--- src/logic/min_pulse_width_params.svh ---
`ifndef MIN_PULSE_WIDTH_PARAMS_SVH
`define MIN_PULSE_WIDTH_PARAMS_SVH

// Register word indices on the Avalon-MM word address.
`define MIN_PULSE_WIDTH_REG_CTRL        4'h0
`define MIN_PULSE_WIDTH_REG_PERIOD      4'h1
`define MIN_PULSE_WIDTH_REG_DUTY_A      4'h2
`define MIN_PULSE_WIDTH_REG_DUTY_B      4'h3
`define MIN_PULSE_WIDTH_REG_DUTY_C      4'h4
`define MIN_PULSE_WIDTH_REG_DEAD        4'h5
`define MIN_PULSE_WIDTH_REG_MINPW       4'h6
`define MIN_PULSE_WIDTH_REG_SEG         4'h7
`define MIN_PULSE_WIDTH_REG_STATUS      4'h8
`define MIN_PULSE_WIDTH_REG_SEG_ACTIVE  4'h9

// Control register fields.
`define MIN_PULSE_WIDTH_CTRL_ENABLE_BIT 0
`define MIN_PULSE_WIDTH_CTRL_DOUBLE_BIT 1

// Segment register fields.
`define MIN_PULSE_WIDTH_SEG_XOVER_A_BIT 8
`define MIN_PULSE_WIDTH_SEG_DIS_AH_BIT  4
`define MIN_PULSE_WIDTH_SEG_DIS_AL_BIT  5

// Field widths.
`define MIN_PULSE_WIDTH_CNT_W           16
`define MIN_PULSE_WIDTH_DEAD_W          10
`define MIN_PULSE_WIDTH_MINPW_W         10
`define MIN_PULSE_WIDTH_SEG_W           9

// Reset values.
`define MIN_PULSE_WIDTH_CTRL_RST        2'h0
`define MIN_PULSE_WIDTH_PERIOD_RST      16'h0000
`define MIN_PULSE_WIDTH_DUTY_RST        16'h0000
`define MIN_PULSE_WIDTH_DEAD_RST        10'h000
`define MIN_PULSE_WIDTH_MINPW_RST       10'h000
`define MIN_PULSE_WIDTH_SEG_RST         9'h000

`endif

--- src/logic/min_pulse_width_pkg.sv ---
package min_pulse_width_pkg;

    typedef enum logic {
        MIN_PULSE_WIDTH_IDLE,
        MIN_PULSE_WIDTH_RUN
    } min_pulse_width_state_t;

    typedef logic [15:0] min_pulse_width_count_t;

endpackage

--- src/logic/min_pulse_width_out_stage.sv ---
`timescale 1ns/1ps
`include "min_pulse_width_params.svh"

module min_pulse_width_out_stage
    import min_pulse_width_pkg::*;
(
    input  wire logic        clk_sys,
    input  wire logic        nrst,
    input  wire logic [2:0]  raw_high,
    input  wire logic [2:0]  raw_low,
    input  wire logic [8:0]  seg,
    output logic      [2:0]  pin_high_q,
    output logic      [2:0]  pin_low_q
);

    logic [2:0] pin_high_d;
    logic [2:0] pin_low_d;

    genvar p;
    generate
        for (p = 0; p < 3; p++) begin : g_pair
            logic xover;
            assign xover = seg[`MIN_PULSE_WIDTH_SEG_XOVER_A_BIT - p];
            // Disable gates the pins after the swap, so it always names the physical pin.
            assign pin_high_d[p] = (xover ? raw_low[p] : raw_high[p]) &
                                   ~seg[`MIN_PULSE_WIDTH_SEG_DIS_AH_BIT - 2 * p];
            assign pin_low_d[p]  = (xover ? raw_high[p] : raw_low[p]) &
                                   ~seg[`MIN_PULSE_WIDTH_SEG_DIS_AL_BIT - 2 * p];
        end
    endgenerate

    always_ff @(posedge clk_sys) begin
        if (!nrst) begin
            pin_high_q <= 3'h0;
            pin_low_q  <= 3'h0;
        end else begin
            pin_high_q <= pin_high_d;
            pin_low_q  <= pin_low_d;
        end
    end

endmodule

--- src/logic/min_pulse_width_top.sv ---
// Operation
// - Single update: one duty set serves both halves, step is two clocks.
// - Double update: each half latches its own duty, step is one clock.
// - Programmable minimum on-time in clock periods, per output, per half.
// - Short output forced off for the half, its complement fully on.
// - Minimum check uses duty minus dead time for high, period minus duty minus dead time for low.
// - One 9-bit read/write segment register holds crossover and disables.
// - Bit 8 crosses pair A, bit 7 pair B, bit 6 pair C.
// - Crossover routes high-side to low pin and low-side to high pin.
// - Crossover bits reset to zero.
// - Bits 0 to 5 each force one output off while set.
// - Bits 0 and 1 disable phase C high and low outputs.
// - Disable gates pins after the crossover swap.
// - Disable bits reset to zero.
// - Segment writes apply only at sync: period start, plus mid-period in double.
// - Minimum width field reaches 51 us in 50 ns steps at 20 MHz.
// - Dead time reaches 51 us in 50 ns steps at 20 MHz.
// - Duty sets high on-time per half; each edge moves by dead time.
// - Double update adds mid-period sync; all settings latch there.
`timescale 1ns/1ps
`include "min_pulse_width_params.svh"

module min_pulse_width_top
    import min_pulse_width_pkg::*;
(
    input  wire logic        clk_sys,
    input  wire logic        nrst,
    input  wire logic [3:0]  avs_address,
    input  wire logic        avs_read,
    input  wire logic        avs_write,
    input  wire logic [31:0] avs_writedata,
    input  wire logic [3:0]  avs_byteenable,
    output logic      [31:0] avs_readdata,
    output logic             avs_waitrequest,
    output logic             period_sync_pulse,
    output logic             phase_a_high,
    output logic             phase_a_low,
    output logic             phase_b_high,
    output logic             phase_b_low,
    output logic             phase_c_high,
    output logic             phase_c_low
);

    function automatic logic [31:0] be_merge(input logic [31:0] old_v,
                                             input logic [31:0] new_v,
                                             input logic [3:0]  be);
        logic [31:0] r;
        r = old_v;
        for (int i = 0; i < 4; i++) begin
            if (be[i]) begin
                r[8*i +: 8] = new_v[8*i +: 8];
            end
        end
        return r;
    endfunction

    // Saturating a - b - c, so negative on-times clamp to zero.
    function automatic logic [16:0] sat_sub(input logic [16:0] a,
                                            input logic [16:0] b,
                                            input logic [16:0] c);
        logic [17:0] s;
        s = {1'b0, b} + {1'b0, c};
        return ({1'b0, a} > s) ? 17'({1'b0, a} - s) : 17'h00000;
    endfunction

    // Window of length on_t inside a half of length t_len, at its start or end.
    function automatic logic in_window(input logic [16:0] cnt,
                                       input logic [16:0] t_len,
                                       input logic [16:0] on_t,
                                       input logic        at_end);
        logic [17:0] sum;
        sum = {1'b0, cnt} + {1'b0, on_t};
        return at_end ? (sum >= {1'b0, t_len}) : (cnt < on_t);
    endfunction

    // Bus-visible registers.
    logic [1:0]                  ctrl_q;
    min_pulse_width_count_t                period_q;
    min_pulse_width_count_t                duty_q [3];
    logic [`MIN_PULSE_WIDTH_DEAD_W-1:0]    dead_q;
    logic [`MIN_PULSE_WIDTH_MINPW_W-1:0]   minpw_q;
    logic [`MIN_PULSE_WIDTH_SEG_W-1:0]     seg_q;

    // Shadow copies that the timing logic actually uses.
    min_pulse_width_count_t                period_sh_q;
    min_pulse_width_count_t                duty_sh_q [3];
    logic [`MIN_PULSE_WIDTH_DEAD_W-1:0]    dead_sh_q;
    logic [`MIN_PULSE_WIDTH_MINPW_W-1:0]   minpw_sh_q;
    logic [`MIN_PULSE_WIDTH_SEG_W-1:0]     seg_sh_q;

    min_pulse_width_state_t                state_q;
    min_pulse_width_count_t                cnt_q;
    logic                        half_q;
    logic                        sync_q;
    logic [5:0]                  deleted_q;

    logic                        wait_q;
    logic [31:0]                 rdata_q;
    logic                        req;
    logic                        wr_take;
    logic                        run_start;
    logic                        half_end;
    logic                        latch_now;
    logic [2:0]                  raw_high;
    logic [2:0]                  raw_low;
    logic [5:0]                  deleted_d;
    logic [2:0]                  pin_high_q;
    logic [2:0]                  pin_low_q;

    assign req     = avs_read | avs_write;
    assign wr_take = avs_write & ~wait_q;

    // Bus slave: one wait cycle per request, then a single ready cycle.
    always_ff @(posedge clk_sys) begin
        if (!nrst) begin
            wait_q <= 1'b1;
        end else begin
            wait_q <= ~(req & wait_q);
        end
    end

    always_ff @(posedge clk_sys) begin
        if (!nrst) begin
            rdata_q <= 32'h00000000;
        end else if (avs_read && wait_q) begin
            case (avs_address)
                `MIN_PULSE_WIDTH_REG_CTRL:       rdata_q <= {30'h0, ctrl_q};
                `MIN_PULSE_WIDTH_REG_PERIOD:     rdata_q <= {16'h0000, period_q};
                `MIN_PULSE_WIDTH_REG_DUTY_A:     rdata_q <= {16'h0000, duty_q[0]};
                `MIN_PULSE_WIDTH_REG_DUTY_B:     rdata_q <= {16'h0000, duty_q[1]};
                `MIN_PULSE_WIDTH_REG_DUTY_C:     rdata_q <= {16'h0000, duty_q[2]};
                `MIN_PULSE_WIDTH_REG_DEAD:       rdata_q <= {22'h0, dead_q};
                `MIN_PULSE_WIDTH_REG_MINPW:      rdata_q <= {22'h0, minpw_q};
                `MIN_PULSE_WIDTH_REG_SEG:        rdata_q <= {23'h0, seg_q};
                `MIN_PULSE_WIDTH_REG_STATUS:     rdata_q <= {24'h0, deleted_q,
                                                   (state_q == MIN_PULSE_WIDTH_RUN), half_q};
                `MIN_PULSE_WIDTH_REG_SEG_ACTIVE: rdata_q <= {23'h0, seg_sh_q};
                default:               rdata_q <= 32'h00000000;
            endcase
        end
    end

    // Software-written registers; unmapped writes are dropped.
    always_ff @(posedge clk_sys) begin
        if (!nrst) begin
            ctrl_q   <= `MIN_PULSE_WIDTH_CTRL_RST;
            period_q <= `MIN_PULSE_WIDTH_PERIOD_RST;
            dead_q   <= `MIN_PULSE_WIDTH_DEAD_RST;
            minpw_q  <= `MIN_PULSE_WIDTH_MINPW_RST;
            seg_q    <= `MIN_PULSE_WIDTH_SEG_RST;
            for (int i = 0; i < 3; i++) begin
                duty_q[i] <= `MIN_PULSE_WIDTH_DUTY_RST;
            end
        end else if (wr_take) begin
            case (avs_address)
                `MIN_PULSE_WIDTH_REG_CTRL:
                    ctrl_q <= 2'(be_merge({30'h0, ctrl_q}, avs_writedata, avs_byteenable));
                `MIN_PULSE_WIDTH_REG_PERIOD:
                    period_q <= 16'(be_merge({16'h0, period_q}, avs_writedata, avs_byteenable));
                `MIN_PULSE_WIDTH_REG_DUTY_A:
                    duty_q[0] <= 16'(be_merge({16'h0, duty_q[0]}, avs_writedata, avs_byteenable));
                `MIN_PULSE_WIDTH_REG_DUTY_B:
                    duty_q[1] <= 16'(be_merge({16'h0, duty_q[1]}, avs_writedata, avs_byteenable));
                `MIN_PULSE_WIDTH_REG_DUTY_C:
                    duty_q[2] <= 16'(be_merge({16'h0, duty_q[2]}, avs_writedata, avs_byteenable));
                `MIN_PULSE_WIDTH_REG_DEAD:
                    dead_q <= 10'(be_merge({22'h0, dead_q}, avs_writedata, avs_byteenable));
                `MIN_PULSE_WIDTH_REG_MINPW:
                    minpw_q <= 10'(be_merge({22'h0, minpw_q}, avs_writedata, avs_byteenable));
                `MIN_PULSE_WIDTH_REG_SEG:
                    seg_q <= 9'(be_merge({23'h0, seg_q}, avs_writedata, avs_byteenable));
                default: begin
                end
            endcase
        end
    end

    assign run_start = (state_q == MIN_PULSE_WIDTH_IDLE) && ctrl_q[`MIN_PULSE_WIDTH_CTRL_ENABLE_BIT] &&
                       (period_q != 16'h0000);
    assign half_end  = (state_q == MIN_PULSE_WIDTH_RUN) && (cnt_q == 16'(period_sh_q - 16'h0001));
    // A new half latches only at period start, or every half in double update mode.
    assign latch_now = run_start ||
                       (half_end && ctrl_q[`MIN_PULSE_WIDTH_CTRL_ENABLE_BIT] &&
                        (half_q || ctrl_q[`MIN_PULSE_WIDTH_CTRL_DOUBLE_BIT]));

    always_ff @(posedge clk_sys) begin
        if (!nrst) begin
            state_q <= MIN_PULSE_WIDTH_IDLE;
            cnt_q   <= 16'h0000;
            half_q  <= 1'b0;
        end else begin
            case (state_q)
                MIN_PULSE_WIDTH_IDLE: begin
                    cnt_q  <= 16'h0000;
                    half_q <= 1'b0;
                    if (run_start) begin
                        state_q <= MIN_PULSE_WIDTH_RUN;
                    end
                end
                MIN_PULSE_WIDTH_RUN: begin
                    if (half_end) begin
                        cnt_q  <= 16'h0000;
                        half_q <= ~half_q;
                        // Stopping waits for the next half boundary, mid-period included, so a centred high pulse can end at its centre.
                        if (!ctrl_q[`MIN_PULSE_WIDTH_CTRL_ENABLE_BIT]) begin
                            state_q <= MIN_PULSE_WIDTH_IDLE;
                        end
                    end else begin
                        cnt_q <= 16'(cnt_q + 16'h0001);
                    end
                end
                default: state_q <= MIN_PULSE_WIDTH_IDLE;
            endcase
        end
    end

    // In single update mode the first-half values carry into the second half.
    always_ff @(posedge clk_sys) begin
        if (!nrst) begin
            period_sh_q <= `MIN_PULSE_WIDTH_PERIOD_RST;
            dead_sh_q   <= `MIN_PULSE_WIDTH_DEAD_RST;
            minpw_sh_q  <= `MIN_PULSE_WIDTH_MINPW_RST;
            seg_sh_q    <= `MIN_PULSE_WIDTH_SEG_RST;
            for (int i = 0; i < 3; i++) begin
                duty_sh_q[i] <= `MIN_PULSE_WIDTH_DUTY_RST;
            end
        end else if (latch_now) begin
            period_sh_q <= period_q;
            dead_sh_q   <= dead_q;
            minpw_sh_q  <= minpw_q;
            seg_sh_q    <= seg_q;
            for (int i = 0; i < 3; i++) begin
                duty_sh_q[i] <= duty_q[i];
            end
        end
    end

    always_ff @(posedge clk_sys) begin
        if (!nrst) begin
            sync_q <= 1'b0;
        end else begin
            sync_q <= latch_now;
        end
    end

    genvar p;
    generate
        for (p = 0; p < 3; p++) begin : g_phase
            logic [16:0] high_on;
            logic [16:0] low_on;
            logic        chk_on;
            logic        del_high;
            logic        del_low;
            // High sits around the period centre: end of first half, start of second.
            assign high_on  = sat_sub({1'b0, duty_sh_q[p]}, {7'h00, dead_sh_q}, 17'h0);
            assign low_on   = sat_sub({1'b0, period_sh_q}, {1'b0, duty_sh_q[p]},
                                      {7'h00, dead_sh_q});
            assign chk_on   = (minpw_sh_q != 10'h000);
            // Strict compare keeps a pulse exactly at the minimum.
            assign del_high = chk_on && (high_on < {7'h00, minpw_sh_q});
            assign del_low  = chk_on && !del_high && (low_on < {7'h00, minpw_sh_q});
            assign raw_high[p] = (state_q == MIN_PULSE_WIDTH_RUN) && !del_high &&
                                 (del_low || in_window({1'b0, cnt_q}, {1'b0, period_sh_q},
                                                       high_on, ~half_q));
            assign raw_low[p]  = (state_q == MIN_PULSE_WIDTH_RUN) && !del_low &&
                                 (del_high || in_window({1'b0, cnt_q}, {1'b0, period_sh_q},
                                                        low_on, half_q));
            assign deleted_d[2*p]     = (state_q == MIN_PULSE_WIDTH_RUN) && del_high;
            assign deleted_d[2*p + 1] = (state_q == MIN_PULSE_WIDTH_RUN) && del_low;
        end
    endgenerate

    always_ff @(posedge clk_sys) begin
        if (!nrst) begin
            deleted_q <= 6'h00;
        end else begin
            deleted_q <= deleted_d;
        end
    end

    min_pulse_width_out_stage u_out (
        .clk_sys    (clk_sys),
        .nrst       (nrst),
        .raw_high   (raw_high),
        .raw_low    (raw_low),
        .seg        (seg_sh_q),
        .pin_high_q (pin_high_q),
        .pin_low_q  (pin_low_q)
    );

    assign avs_readdata      = rdata_q;
    assign avs_waitrequest   = wait_q;
    assign period_sync_pulse = sync_q;
    assign phase_a_high      = pin_high_q[0];
    assign phase_a_low       = pin_low_q[0];
    assign phase_b_high      = pin_high_q[1];
    assign phase_b_low       = pin_low_q[1];
    assign phase_c_high      = pin_high_q[2];
    assign phase_c_low       = pin_low_q[2];

endmodule

--- config.mk ---
export PLATFORM = sky130hd
export DESIGN_NAME = min_pulse_width_top
export DESIGN_NICKNAME = d
export VERILOG_FILES = /design/src/logic/min_pulse_width_pkg.sv /design/src/logic/min_pulse_width_out_stage.sv /design/src/logic/min_pulse_width_top.sv
export VERILOG_INCLUDE_DIRS = /design/src /design/src/logic
export SDC_FILE = /design/constraint.sdc
export NUM_CORES = 1
export LEC_CHECK = 0
export CAP_MARGIN = 20
export CORE_MARGIN = 3
export CORE_UTILIZATION = 40
export CTS_CLUSTER_DIAMETER = 50
export DETAILED_ROUTE_END_ITERATION = 8
export DONT_BUFFER_PORTS = 1
export PLACE_DENSITY_LB_ADDON = 0.15
export SLEW_MARGIN = 30
export SYNTH_ARGS = -nofsm -noshare
export SYNTH_HDL_FRONTEND = slang
export SYNTH_HIERARCHICAL = 1
export SYNTH_SLANG_ARGS = --single-unit
--- constraint.sdc ---
create_clock -name clk_sys -period 9.75 [get_ports clk_sys]
set_input_delay 0.4875 -clock clk_sys [delete_from_list [all_inputs] [get_ports clk_sys]]
set_output_delay 0.4875 -clock clk_sys [all_outputs]
set_load 0.01 [all_outputs]
Word level (Yosys, flattened, before mapping)
Memory sizes are Yosys's and may differ from the RTL's. Index checks and enable logic that the tools add are counted.

Output and inout port bits: 40. Memories: 2. Register bits: 156. RAM bits: 96. Logic and storage cells: 233.

Mux-type cells: 73. Equal/unequal tests: 11. Magnitude comparators: 24. Reductions and logical operators: 59. Bitwise operators: 25. Add/sub/neg operators: 17.

Memories: duty_q (words 3, width 16, read ports 3, clocked after memory_dff 0, wr ports 3, RTL line min_pulse_width_top.sv:79) `min_pulse_width_count_t duty_q [3];`; duty_sh_q (words 3, width 16, read ports 3, clocked after memory_dff 0, wr ports 3, RTL line min_pulse_width_top.sv:86) `min_pulse_width_count_t duty_sh_q [3];`.

Operator list (number): 2-to-1 mux 8 bit (24); one-hot mux 16 bit (10 select lines) (1); 2-to-1 mux 16 bit (7); adder 16 x 17 -> 18 bit (6); greater-or-equal comparator 18 x 16 -> 1 bit (6); < comparator 16 x 17 -> 1 bit (6); < comparator 17 x 10 -> 1 bit (6); 2-to-1 mux 17 bit (6); adder 16 x 10 -> 17 bit (3); greater-than comparator 16 x 17 -> 1 bit (3); subtractor 16 x 10 -> 17 bit (3); subtractor 16 x 17 -> 17 bit (3); greater-than comparator 16 x 10 -> 1 bit (3); logical AND 1 bit (33); 2-to-1 mux 1 bit (32); one-hot mux 16 bit (2 select lines) (1); AND reduction 3 bit (9); adder 16 x 1 -> 16 bit (second input constant) (1); equality test 16 bit (1); equality test 4 x 3 -> 1 bit (second input constant) (4); nonzero test 16 bit (1); subtractor 16 x 1 -> 16 bit (second input constant) (1); inverter 1 bit (10); nonzero test 10 bit (1); other kinds (10) (38).

Logic depth before layout (Yosys ltp)
An unclocked memory read counts as a cell.

Depth after elaboration: 13. Depth in mapped cells: 44.

Modules after synthesis
Netlist, hierarchy kept.

Modules (own cells, without submodules): min_pulse_width_top (instances 1, sequential area each 5565.3 sq um, cells each 3235, area an instance 26511.7 sq um); min_pulse_width_out_stage (instances 1, sequential area each 120.1 sq um, cells each 18, area an instance 255.2 sq um).

Worst setup path before layout
Ideal clock, no wire load.

Path kind: flip-flop to flip-flop. From: reg dead_sh_q[1]. To: reg u_out.pin_high_q[1]. Arrival time: 7.610 ns. Required time: 9.631 ns. Stages on the path, launching flop included: 41. Path slack: 2.021 ns. Clock period less this slack: 7.729 ns. Cells stage by stage: dfxtp_1 -> inv_1 -> ha_1 -> nand2b_1 -> a21oi_1 -> o21bai_1 -> a21oi_1 -> o21ai_0 -> a21oi_1 -> o31ai_1 -> nor2b_1 -> xnor2_1 -> ha_1 -> clkbuf_1 -> and3_1 -> nand3_1 -> o21ai_0 -> nand2b_1 -> [... 5 more ...] -> or3_1 -> o211ai_1 -> a21oi_1 -> o21a_1 -> o31ai_1 -> xnor2_1 -> ha_1 -> a21o_1 -> a21o_1 -> a2111o_1 -> nor3_1 -> o21ai_0 -> nand2_1 -> a31oi_1 -> o22ai_1 -> a211oi_1 -> mux2i_1 -> nor3b_2.

Word-level cells in the longest chain between the ends: 12. Elaborated cells between the ends (all ways): 30. Classes of those cells: 5 x add/sub; 8 x order compare; 5 x mux; 1 x bitwise; 11 x reduce/logical.

RTL lines: start: declaration (RTL line min_pulse_width_top.sv:87) `` logic [`MIN_PULSE_WIDTH_DEAD_W-1:0] dead_sh_q; ``; start signal: assignment (RTL line min_pulse_width_top.sv:221) `` dead_sh_q <= `MIN_PULSE_WIDTH_DEAD_RST; ``; start signal: assignment (RTL line min_pulse_width_top.sv:229) `dead_sh_q <= dead_q;`; parallel branches: the longest is 9 deep, another holds adder 16 x 17 -> 18 bit; logical AND 1 bit * (RTL line min_pulse_width_top.sv:265) `assign raw_low[p] = (state_q == MIN_PULSE_WIDTH_RUN) && !del_low &&`; net raw_low[1] (RTL line min_pulse_width_top.sv:105) `logic [2:0] raw_low;`; 2-to-1 mux 1 bit * (RTL line min_pulse_width_out_stage.sv:25) `assign pin_high_d[p] = (xover ? raw_low[p] : raw_high[p]) &`; bitwise AND 1 bit * (RTL line min_pulse_width_out_stage.sv:25); end signal: assignment (RTL line min_pulse_width_out_stage.sv:37) `pin_high_q <= pin_high_d;`; end: declaration (RTL line min_pulse_width_out_stage.sv:12) `output logic [2:0] pin_high_q,`.

Mark *: on every way through the listed nets, which the timed path passes. A chain may end at the register's enable or synchronous reset.

Final worst setup path
Same ends and word-level chain as after synthesis.

==> run metrics <==
status completed; Yosys cell types 86; setup TNS 0 ns; CP max FO 9; critical path's top delay family compound AO/OA/AOI/OAI gates; worst reg2reg startpoint dead_sh_q[1]; initial DRC count 2,205; largest area contributor in the synthesized netlist ha_1; share of cells above drive strength 1 4.261%; row cnt 94; CP Class flip-flop to flip-flop; Buf/Inv on CP 4; top cell type's share of synthesized area 22.11%; nets 3,772; CP endpoint kind flip-flop; Rel. slew slack 31.74%; most frequent CP cell ha_1; Synth Flop Type dfxtp_1; GRT Overall Usage 28.07%; DP Wirelength 81,270 um; Pwr Density 84.91 nW/um2; worst reg2reg setup slack 0.76 ns; Final setup viols 0; # clock sinks 236; Yosys warnings 6; Final min period 8.993 ns; Post-synth EDFFs 96; most common cell in the synthesized netlist ha_1; first-pass GRT wire length 149,800 um; GRT Residual Overflow 0; cts bufs inserted 28; Root Driver clkbuf_16; largest net degree at the start of global routing 91; DRC Markers 0; Tightest Pin Transition 1.022 ns; slowest CP cell o311ai_0; area of the mapped netlist 26,770 um2; Post-DRT Antenna Nets 0; die area 70,060 um2; Worst path max stage delay 0.60 ns; Final Max Slew Viols 0; Clock Path Buffers 3; peak supply drop 0.1363 mV; Total Wirelength 101,700 um; Area growth syn-to-layout 7.587%; worst r2r path cells 40; DR WL/cell 24.64 um; synth top area cells ha_1 22%, edfxtp_1 11%, dfxtp_1 10%; asr flop ratio synth 0%; R2R Path End u_out/pin_high_q[1]; drt pass-1 iters 5; max-capacitance violation count 0; # fillers 6,537; Clock Skew 0.01122 ns; htree depth 1; core area 65,980 um2; Min Hold Slack 0.02698 ns; Ports 84; vias post-DR 24,640; Hold Path Class input port to flip-flop; Critical Path Start Type flip-flop; fmax 111.2 MHz; synthesized area per cell 8.228 um2; DIE HEIGHT 264.7 um; initial antenna violation count 1; synth cell count leaders 473 x ha_1, 385 x nor2_1, 259 x inv_1; WP data arrival 9.44 ns; Initial Util 40.57%; hold path depth 1; min-delay src avs_read; Reg clk slew, reported paths 0.06 ns; IO buf count 0; cells after synthesis 3,253; GPL Wtd Cong 0.9835; Hold Path Sink avs_waitrequest; Fin. Hold Viols 0; vias in the first global route 23,860; Pleak 12.97 nW; CP required 10.20 ns; Via density 5.968; DIE WIDTH 264.7 um; clk_lat worst skew 0.57 ns; register area share after synthesis 21.24%; Seq cells post-synth 236; RSZ-0062 raised after global routing false; CTS tree built; Period Utilization, post-route 92.24%
[placed cells by master, fill, tap and decap left out, types with 30 or more instances in the layout]
| cell | Yosys | routed |
|---|---|---|
| ha_1 | 473 | 473 |
| nor2_1 | 385 | 384 |
| inv_1 | 259 | 258 |
| a21oi_1 | 194 | 194 |
| nand2_1 | 176 | 175 |
| dfxtp_1 | 140 | 140 |
| o21ai_0 | 131 | 131 |
| xnor2_1 | 126 | 126 |
| mux2i_1 | 121 | 121 |
| edfxtp_1 | 96 | 96 |
| xor2_1 | 82 | 82 |
| nor3_1 | 76 | 75 |
| and2_1 | 72 | 72 |
| nand2b_1 | 67 | 67 |
| nand3_1 | 59 | 59 |
| nor2b_1 | 56 | 54 |
| buf_4 | 17 | 50 |
| a21o_1 | 46 | 46 |
| nand4_1 | 42 | 42 |
| o21a_1 | 42 | 41 |
| nor4_1 | 37 | 37 |
| a31oi_1 | 32 | 32 |
| or3_1 | 30 | 30 |
| clkbuf_16 | 0 | 30 |
[stage by stage]
stage                     util, %  setup slack (ns)  area (um2)  power [mW]  cells
after CTS                   43.57            0.6580       28750       2.460   4125
after global placement      42.15            0.8081       27810       1.428   4072
final                       43.65            0.7570       28800       2.445   4128
after floorplan                 -             2.021       26820       1.341   3268
after global routing        43.64           0.03507       28790       2.540   4126
after detailed placement    42.15            0.7269       27810       1.437   4072
[cell type report]
type	count	area, um2	area share (%)
Inverter	259	973.4	3.380
Clock buffer	37	787.0	2.733
Timing Repair Buffer	52	405.4	1.408
Antenna cell	2	5.005	0.01738
Clock inverter	15	137.6	0.4779
Sequential cell	236	5685	19.74
Multi-Input combinational cell	2663	19720	68.49
Tap cell	864	1081	3.754
[sequential cells by signal, indices dropped and copies added, names as in the netlist, 9 cells and up]
signal,flops
duty_q,48
seg_sh_q,9
dead_sh_q,10
duty_sh_q,48
minpw_sh_q,10
minpw_q,10
cnt_q,16
avs_readdata,16
dead_q,10
seg_q,9
period_sh_q,16
period_q,16
[power by group]
group          switching (mW)  internal, mW
clock                   0.438         0.580
sequential             0.0201          1.04
combinational           0.229         0.135
[what timing repair did]
item,4_1_cts,5_1_grt
hold endpoints to repair,1,0
hold buffers,1,0
gates resized for setup,0,2
setup endpoints to repair,0,2
buffers inserted,0,0
[worst reg2reg max path, delay by kind of cell, from the launching register on]
family | cells | cell delay, ns
AOI/OAI and AO/OA | 19 | 4.25
muxes | 1 | 0.30
DFF | 1 | 0.43
xor gates and xnor gates | 1 | 0.21
adders and majority gates | 5 | 1.47
buffers and inverters | 4 | 0.76
and+or+nand+nor | 10 | 1.44
[cells by family after synthesis]
| family | count (synthesis) | share of synthesized area (%) |
|---|---|---|
| and+or+nand+nor | 1096 | 20.24 |
| AOI/OAI and AO/OA | 732 | 18.37 |
| adders and majority gates | 488 | 23.23 |
| buffers and inverters | 369 | 5.441 |
| DFF | 236 | 21.24 |
| xor gates and xnor gates | 208 | 6.806 |
| muxes | 123 | 4.651 |
| other | 1 | 0.01401 |
[worst max path at each step]
stage	startpoint	to	slack, ns	cells after the start
floorplan	dead_sh_q[1]	u_out/pin_high_q[1]	2.02	40
global placement	dead_sh_q[1]	u_out/pin_high_q[0]	0.81	42
detailed placement	dead_sh_q[1]	u_out/pin_high_q[0]	0.73	42
CTS	dead_sh_q[1]	u_out/pin_high_q[0]	0.66	42
global route	dead_sh_q[1]	u_out/pin_high_q[0]	0.04	42
finish	dead_sh_q[1]	u_out/pin_high_q[1]	0.76	40
[per-layer routing]
| layer | up-vias | global-route usage [%] | share of wire (%) |
|---|---|---|---|
| li1 | 11600 | - | - |
| met1 | 11940 | 37.09 | 43 |
| met2 | 902 | 46.90 | 46 |
| met3 | 187 | 3.351 | 6.6 |
| met4 | 2 | 11.06 | 4.3 |
| met5 | - | 0 | 0.011 |
No activity file was read; power rests on OpenSTA's default activity.
